**config.mk**
```make
export PLATFORM = sky130hd
export DESIGN_NAME = cpu_incdec_skip_jump_or_ops
export DESIGN_NICKNAME = d
export VERILOG_FILES = /design/src/cpu_incdec_pkg.sv /design/src/cpu_alu_unit.sv /design/src/cpu_incdec_skip_jump_or_ops.sv
export VERILOG_INCLUDE_DIRS = /design/src
export SDC_FILE = /design/constraint.sdc
export NUM_CORES = 1
export LEC_CHECK = 0
export BUFFER_PORTS_ARGS = -buffer_cell sky130_fd_sc_hd__buf_2
export CAP_MARGIN = 10
export CORE_ASPECT_RATIO = 1.4
export CORE_MARGIN = 4
export CORE_UTILIZATION = 40
export DETAILED_ROUTE_END_ITERATION = 8
export GPL_ROUTABILITY_DRIVEN = 0
export PLACE_DENSITY_LB_ADDON = 0.25
export SYNTH_ARGS = -nofsm -noshare
export SYNTH_HDL_FRONTEND = slang
export SYNTH_SLANG_ARGS = --single-unit
```
**constraint.sdc**
```tcl
create_clock -name clock -period 2.2 [get_ports clock]
set_input_delay 0 -clock clock [delete_from_list [all_inputs] [get_ports clock]]
set_output_delay 0 -clock clock [all_outputs]
set_load 0.03 [all_outputs]
```
**src/cpu_incdec_regs.svh**
```systemverilog
`ifndef CPU_INCDEC_REGS_SVH
`define CPU_INCDEC_REGS_SVH

// bit positions of the high latch that feed pc<12:11>
`define HIGH_LATCH_SEL_HI 4
`define HIGH_LATCH_SEL_LO 3
// low pc field loaded by a jump, bits 10..0
`define PC_LOW_HI 10
// reset values
`define ACC_RESET  8'h00
`define PC_RESET   13'h0000
`define ZERO_RESET 1'b0

`endif

```
**src/cpu_incdec_pkg.sv**
```systemverilog
package cpu_incdec_pkg;

  typedef enum logic [2:0] {
    op_none = 3'h0,
    op_decrement_skip_on_null = 3'h1,
    op_increment_skip_on_null = 3'h2,
    op_increment_register = 3'h3,
    op_jump_absolute = 3'h4,
    op_or_literal_into_acc = 3'h5,
    op_or_acc_with_register = 3'h6
  } opcode_t;

  // one decoded instruction from the fetch stage
  typedef struct packed {
    logic        valid;
    opcode_t     op;
    logic        to_register;   // target select: 0 accumulator, 1 register
    logic [6:0]  reg_addr;
    logic [10:0] immediate;     // jump target or literal in low 8 bits
  } instr_t;

  // write back to the register file
  typedef struct packed {
    logic       write;
    logic [6:0] addr;
    logic [7:0] data;
  } reg_write_t;

  typedef enum logic [1:0] {
    st_run   = 2'h1,
    st_flush = 2'h2
  } state_t;

endpackage

```
**src/cpu_alu_unit.sv**
```systemverilog
`timescale 1ns/1ps
// combinational result and zero detect for the group
module cpu_alu_unit (
  // operands
  input  wire cpu_incdec_pkg::opcode_t op,
  input  wire logic [7:0]              acc,
  input  wire logic [7:0]              reg_value,
  input  wire logic [7:0]              literal,
  // result
  output logic [7:0]                   result,
  output logic                         result_zero
);

  wire [7:0] plus_one  = reg_value + 8'h01;
  wire [7:0] minus_one = reg_value - 8'h01;
  wire [7:0] or_reg    = acc | reg_value;
  wire [7:0] or_lit    = acc | literal;

  // result selection by operation
  assign result = (op == cpu_incdec_pkg::op_decrement_skip_on_null) ? minus_one :
                  (op == cpu_incdec_pkg::op_or_literal_into_acc)    ? or_lit :
                  (op == cpu_incdec_pkg::op_or_acc_with_register)   ? or_reg :
                  plus_one;
  assign result_zero = (result == 8'h00);

endmodule

```
**src/cpu_incdec_skip_jump_or_ops.sv**
```systemverilog
`timescale 1ns/1ps
`include "cpu_incdec_regs.svh"
// Operation
// - decrement-skip: f-1 to acc or register, no flags
// - zero decrement result discards next instruction
// - increment: f+1 to acc or register
// - zero increment-skip result discards next instruction
// - jump loads eleven-bit target into pc<10:0>
// - jump copies high latch bits 4:3 to pc<12:11>
// - jump always takes two cycles
// - or-literal: acc|k to acc, zero flag updated
// - or-register: acc|f to acc or register
module cpu_incdec_skip_jump_or_ops (
  // clock and reset
  input  wire logic                       clock,
  input  wire logic                       rst,
  // decoded instruction and operands
  input  wire cpu_incdec_pkg::instr_t     instr,
  input  wire logic [7:0]                 reg_value,
  input  wire logic [7:0]                 program_counter_high_latch,
  input  wire logic [12:0]                pc_next_seq,
  // architectural results
  output logic [7:0]                      acc,
  output logic                            zero_flag,
  output cpu_incdec_pkg::reg_write_t      reg_write,
  output logic [12:0]                     pc,
  output logic                            pc_load,
  output logic                            busy
);

  // limitation: reg_value must already show a write that reg_write carries
  // in the same cycle; the block has no bypass of its own, so the register
  // file in front of it is expected to forward that write
  cpu_incdec_pkg::state_t state;
  wire [7:0] result;
  wire       result_zero;

  cpu_alu_unit alu (
    .op          (instr.op),
    .acc         (acc),
    .reg_value   (reg_value),
    .literal     (instr.immediate[7:0]),
    .result      (result),
    .result_zero (result_zero)
  );

  // decode one opcode of a valid instruction; every decode wire below shares it
  function automatic logic op_is(input cpu_incdec_pkg::instr_t i,
                                 input cpu_incdec_pkg::opcode_t want);
    op_is = i.valid && (i.op == want);
  endfunction

  // an instruction executes only in run state; the slot after a skip or jump is a nop
  wire exec     = instr.valid && (state == cpu_incdec_pkg::st_run);
  wire is_dec   = exec && op_is(instr, cpu_incdec_pkg::op_decrement_skip_on_null);
  wire is_incs  = exec && op_is(instr, cpu_incdec_pkg::op_increment_skip_on_null);
  wire is_inc   = exec && op_is(instr, cpu_incdec_pkg::op_increment_register);
  wire is_jump  = exec && op_is(instr, cpu_incdec_pkg::op_jump_absolute);
  wire is_orl   = exec && op_is(instr, cpu_incdec_pkg::op_or_literal_into_acc);
  wire is_orw   = exec && op_is(instr, cpu_incdec_pkg::op_or_acc_with_register);
  wire file_op  = is_dec || is_incs || is_inc || is_orw;
  wire to_acc   = (file_op && !instr.to_register) || is_orl;
  wire to_reg   = file_op && instr.to_register;
  wire skip     = (is_dec || is_incs) && result_zero;
  wire sets_z   = is_inc || is_orw || is_orl;
  wire [12:0] jump_target = {program_counter_high_latch[`HIGH_LATCH_SEL_HI:`HIGH_LATCH_SEL_LO],
                             instr.immediate[`PC_LOW_HI:0]};

  cpu_incdec_pkg::state_t next_state;
  assign next_state = (skip || is_jump) ? cpu_incdec_pkg::st_flush
                                        : cpu_incdec_pkg::st_run;

  // state: one flush cycle after a taken skip or a jump
  always_ff @(posedge clock) begin
    if (rst) begin
      state <= cpu_incdec_pkg::st_run;
    end else begin
      state <= next_state;
    end
  end

  // accumulator and zero flag; skip variants leave the flag alone
  always_ff @(posedge clock) begin
    if (rst) begin
      acc       <= `ACC_RESET;
      zero_flag <= `ZERO_RESET;
    end else begin
      if (to_acc) acc <= result;
      if (sets_z) zero_flag <= result_zero;
    end
  end

  // register write-back and program counter outputs
  always_ff @(posedge clock) begin
    if (rst) begin
      reg_write <= '0;
      pc        <= `PC_RESET;
      pc_load   <= 1'b0;
      busy      <= 1'b0;
    end else begin
      reg_write.write <= to_reg;
      reg_write.addr  <= instr.reg_addr;
      reg_write.data  <= result;
      pc_load         <= is_jump;
      pc              <= is_jump ? jump_target : pc_next_seq;
      busy            <= skip || is_jump;
    end
  end

  // checks
  a_dec_skip_flush: assert property (@(posedge clock) disable iff (rst)
    is_dec && reg_value == 8'h01 |=> state == cpu_incdec_pkg::st_flush ##1 state == cpu_incdec_pkg::st_run)
    else $error("decrement skip did not flush one slot");
  a_inc_skip_flush: assert property (@(posedge clock) disable iff (rst)
    is_incs && reg_value == 8'hff |=> busy && state == cpu_incdec_pkg::st_flush)
    else $error("increment skip did not stall");
  a_dec_value: assert property (@(posedge clock) disable iff (rst)
    is_dec && !instr.to_register |=> acc == $past(reg_value) - 8'h01)
    else $error("decrement result wrong");
  a_skip_no_flag: assert property (@(posedge clock) disable iff (rst)
    (is_dec || is_incs) |=> $stable(zero_flag))
    else $error("skip instruction changed zero flag");
  a_jump_target: assert property (@(posedge clock) disable iff (rst)
    is_jump |=> pc_load && pc[10:0] == $past(instr.immediate))
    else $error("jump low bits wrong");
  a_jump_high: assert property (@(posedge clock) disable iff (rst)
    is_jump |=> pc[12:11] == $past(program_counter_high_latch[4:3]))
    else $error("jump high bits wrong");
  a_jump_two: assert property (@(posedge clock) disable iff (rst)
    is_jump |=> !exec ##1 state == cpu_incdec_pkg::st_run)
    else $error("jump not two cycles");
  a_orl_value: assert property (@(posedge clock) disable iff (rst)
    is_orl |=> acc == ($past(acc) | $past(instr.immediate[7:0])) && zero_flag == (acc == 8'h00))
    else $error("or literal wrong");
  a_orw_reg: assert property (@(posedge clock) disable iff (rst)
    is_orw && instr.to_register |=> reg_write.write && reg_write.data == ($past(acc) | $past(reg_value)))
    else $error("or register write wrong");
  a_inc_single: assert property (@(posedge clock) disable iff (rst)
    is_inc |=> state == cpu_incdec_pkg::st_run && zero_flag == (($past(reg_value) + 8'h01) == 8'h00))
    else $error("increment zero flag wrong");
  a_orw_zero: assert property (@(posedge clock) disable iff (rst)
    is_orw |=> !busy && zero_flag == (($past(acc) | $past(reg_value)) == 8'h00))
    else $error("or register zero flag wrong");
  a_inc_go_single: assert property (@(posedge clock) disable iff (rst)
    is_inc |=> !busy)
    else $error("increment stalled");

  // values: checked against the operands, not against the alu output
  a_inc_value: assert property (@(posedge clock) disable iff (rst)
    is_inc && !instr.to_register |=> acc == $past(reg_value) + 8'h01)
    else $error("increment result wrong");
  a_incs_acc: assert property (@(posedge clock) disable iff (rst)
    is_incs && !instr.to_register |=> acc == $past(reg_value) + 8'h01)
    else $error("increment skip result wrong");
  a_incs_reg: assert property (@(posedge clock) disable iff (rst)
    is_incs && instr.to_register |=> reg_write.write && reg_write.data == $past(reg_value) + 8'h01)
    else $error("increment skip write wrong");
  a_dec_reg: assert property (@(posedge clock) disable iff (rst)
    is_dec && instr.to_register |=> reg_write.write && reg_write.data == $past(reg_value) - 8'h01)
    else $error("decrement write wrong");
  a_dec_acc_keep: assert property (@(posedge clock) disable iff (rst)
    is_dec && instr.to_register |=> $stable(acc))
    else $error("decrement to register changed acc");
  a_orw_acc: assert property (@(posedge clock) disable iff (rst)
    is_orw && !instr.to_register |=> acc == ($past(acc) | $past(reg_value)))
    else $error("or register acc wrong");
  a_orw_acc_keep: assert property (@(posedge clock) disable iff (rst)
    is_orw && instr.to_register |=> $stable(acc))
    else $error("or to register changed acc");
  a_write_target: assert property (@(posedge clock) disable iff (rst)
    (is_dec || is_incs || is_inc || is_orw) && instr.to_register
    |=> reg_write.addr == $past(instr.reg_addr))
    else $error("write address wrong");
  a_acc_no_write: assert property (@(posedge clock) disable iff (rst)
    (is_dec || is_incs || is_inc || is_orw) && !instr.to_register |=> !reg_write.write)
    else $error("acc target wrote register");

  // skips that are not taken let the next slot run
  a_dec_go_on: assert property (@(posedge clock) disable iff (rst)
    is_dec && reg_value != 8'h01 |=> !busy && state == cpu_incdec_pkg::st_run)
    else $error("decrement skipped on nonzero");
  a_incs_go_on: assert property (@(posedge clock) disable iff (rst)
    is_incs && reg_value != 8'hff |=> !busy && state == cpu_incdec_pkg::st_run)
    else $error("increment skipped on nonzero");

  // the flushed slot must not write a register, load the pc, or change acc or the zero flag
  a_flush_quiet: assert property (@(posedge clock) disable iff (rst)
    state == cpu_incdec_pkg::st_flush
    |=> !reg_write.write && !pc_load && $stable(acc) && $stable(zero_flag))
    else $error("flushed slot had an effect");
  a_busy_one: assert property (@(posedge clock) disable iff (rst)
    busy |=> !busy)
    else $error("busy held two cycles");

  // jump and literal side effects
  a_jump_no_flag: assert property (@(posedge clock) disable iff (rst)
    is_jump |=> $stable(zero_flag) && $stable(acc) && !reg_write.write)
    else $error("jump changed data state");
  a_pc_follow: assert property (@(posedge clock) disable iff (rst)
    !is_jump |=> !pc_load && pc == $past(pc_next_seq))
    else $error("pc not sequential");
  a_orl_no_write: assert property (@(posedge clock) disable iff (rst)
    is_orl |=> !reg_write.write && !busy)
    else $error("or literal wrote register");

  // reset drives every output to its idle value; no disable here on purpose
  a_reset_clear: assert property (@(posedge clock)
    rst |=> acc == 8'h00 && !zero_flag && !busy && !pc_load && !reg_write.write && pc == 13'h0000)
    else $error("reset values wrong");

  c_dec_skip: cover property (@(posedge clock) disable iff (rst) is_dec && result_zero);
  c_inc_skip: cover property (@(posedge clock) disable iff (rst) is_incs && result_zero);
  c_jump:     cover property (@(posedge clock) disable iff (rst) is_jump);
  c_orw_reg:  cover property (@(posedge clock) disable iff (rst) is_orw && instr.to_register);
  c_orl_zero: cover property (@(posedge clock) disable iff (rst) is_orl && result_zero);

endmodule

```
==> run metrics <==
status=complete, no violations; DR vias=2,054; Root Buffer=clkbuf_8; CP Max Fanout=16; Nets=406; FP Rows=29; GR Util All Layers=0.1952; core area=4572 um^2; Post-CTS Setup Repair Bufs=0; mux cell area share after synthesis=0.02692; FMAX=505.7 MHz; Antenna Nets Post-Route=0; layout cells sized above 1=0.3000; count leader, synth=dfxtp_1; Residual DRC=0; sw frac=0.2814; endpoints failing hold=0; Place WS=0.1712 ns; crit-path max cell delay=0.58 ns; most common library cells after synthesis=dfxtp_1, nand2_1, a21oi_1; Avg WL per Cell=13.76 um; Yosys top cell area share=0.4307; Post-Synth XOR/XNOR Area=0.01838; ys async rst share=0; Final Max Tran Viols=0; Setup CP Type=register to register; WL final=5.671 mm; DRT Pass-1 Iters=4; Syn Nets=286; Starting DRT DRC Count=82; largest area contributor in the netlist=dfxtp_1; sw power=506.8 uW; Pint=1294 uW; initial antenna violation count=0; largest family of logic cells by synthesized area=simple AND/OR/NAND/NOR gates; CP Cell Sequence=nand3b_1, or3_4, nand2_1, a21oi_1, dlygate4sd3_1; CTS sink count=41; Leak Pwr=0.001341 uW; reg2reg start=state[1]; RSZ-0062 raised after global routing=false; Synth Area in Adders=0.01313; yosys warns=0; first-pass GRT wire length=8.901 mm; Initial Util=0.4168; power share of the clock group=0.316; CTS tree=done; Seq cells post-synth=41; Gate Count Post-Synth=230; Num CTS Buffers=5; startpoint types=register; arrival time worst endpoint=2.15 ns; R2R Path End=pc[12]; die extent in x=66.34 um; Max Cap Violations=0; setup_tns=0 ns; Clock Latency Late Sink=0.29 ns; cell count of the worst reg-to-reg path=5; Synth Flop Type=dfxtp_1; post-DP HPWL=3.950 mm; Worst Setup End Kind=register; number of I/O port buffers=87; clk buf depth=2; Post-Syn Area=1906 um^2; ranking of synthesized cells by area=dfxtp_1, a21oi_1, nand2_1; EDFF count, synth=0; Pwr Density=631.8 nW/um^2; hold crit path type=input port to register; H-tree levels=2; post-route worst setup slack=0.2225 ns; die height=89.67 um; GRT overflow=0; period utilisation layout=0.8989; final setup skew=0.005396 ns; Synth Area per Inst=8.285 um^2; Worst Hold Path EP=zero_flag; Peak VDD IR=0.0002362 V; Area growth syn-to-layout=49.57%; num ports=94; flop-to-flop setup slack=0.22 ns; clock-pin transition on the worst setup and hold timing paths=0.08 ns; Seq pwr share=0.446; power share of the combinational group=0.238; hold path cells=4; die footprint=5948 um^2; source of the worst hold timing path=rst; simple-gate portion of the synthesized area=0.2731; Via density=4.985; Slew @ Worst Pin=0.5633 ns; CP max-delay cell=dlygate4sd3_1; largest net degree at the start of global routing=42; Synth Area in Compound Gates=0.1924; Seq/Total Area, Yosys=0.4307; vias in the first global route=2,002; worst rel slew slack=0.6148; antenna diode count=0; post-synth cell types=47; CP Data Required Time=2.38 ns; Final setup viols=0; fin crit period=1.977 ns
## placed cells by master, fill, tap and decap left out, drive strengths merged, types with 2 or more instances in the layout
master and instances:
a211oi 4, a21oi 25, a221o 3, a32oi 2, and2 2, and3 2
buf 92, clkbuf 5, dfxtp 41, dlygate4sd3 34, ha 2, inv 7
mux2i 4, nand2 30, nand2b 5, nand3 6, nand3b 4, nand4b 2
nor2 23, nor2b 11, nor3 4, nor4 3, o21ai 6, o22ai 4
o31a 2, o31ai 2, or3 4, xor2 3
## layer usage
metal,global-route usage,routed length [um],vias up
met5,0,0,-
met4,0.06654,82,0
met3,0.03736,291,7
met2,0.3857,3015,57
met1,0.2009,2281,942
li1,-,-,1048
## critical path: cells and delay by family (launching register included)
kind	cells	cell delay (ns)
simple gates	3	0.92
buf+inv	1	0.58
flops	1	0.31
compound gates	1	0.06
## logic make-up after synthesis
group                    count (synthesis)
multiplexers                             5
AND/OR/NAND/NOR                        102
adder cells (fa/ha/maj)                  2
XOR/XNOR                                 4
flip-flops                              41
buffers and inverters                   20
AO/OA/AOI/OAI                           56
## layout make-up
| cell class | instances | area [um^2] |
|---|---|---|
| flip-flops and latches | 41 | 820.8 |
| multi-input cells | 169 | 1008 |
| inverters | 7 | 26.28 |
| clock inverters | 2 | 35.03 |
| clock buffers | 5 | 68.82 |
| repair buffers | 126 | 813.3 |
| fillers | 441 | 1722 |
| well taps | 62 | 77.57 |
## sequential cells by signal (all words and copies together) (netlist names)
signal / cells
reg_write: 16
state: 2
pc: 13
pc_load: 1
acc: 8
zero_flag: 1
## through the flow
step                cells  hold WS, ns  power [uW]    util  instance area (um^2)
floorplan             230       0.1183        1065       -                  1906
global placement      371       0.2084        1193  0.5252                  2401
detailed placement    371       0.2152        1197  0.5252                  2401
CTS                   412      0.07821        1819  0.6223                  2845
global route          412       0.1132        1895  0.6234                  2850
finish                412      0.08405        1801  0.6234                  2850
## worst max-delay path by stage
stage | start | endpoint | slack, ns
floorplan | reg_value[2] | state[0] | 0.47
global placement | reg_value[0] | state[0] | 0.23
detailed placement | reg_value[0] | state[0] | 0.17
CTS | state[1] | pc[4] | 0.02
global route | state[1] | pc[12] | 0.11
finish | state[1] | pc[12] | 0.22
## repair_timing
action,CTS,global route
hold buffers,34,0
hold endpoints to repair,21,0
resized for setup,0,1
endpoints found under the setup margin,0,13
## power groups by stage
| stage | Clock [uW] | Combinational [uW] | Sequential, uW |
|---|---|---|---|
| after CTS | 590 | 427 | 802 |
| final | 569 | 429 | 802 |
| after global placement | 0 | 374 | 818 |
| after detailed placement | 0 | 378 | 819 |
| after global routing | 621 | 467 | 807 |
| after floorplan | 0 | 155 | 910 |
No activity file was read; power rests on OpenSTA's default activity.
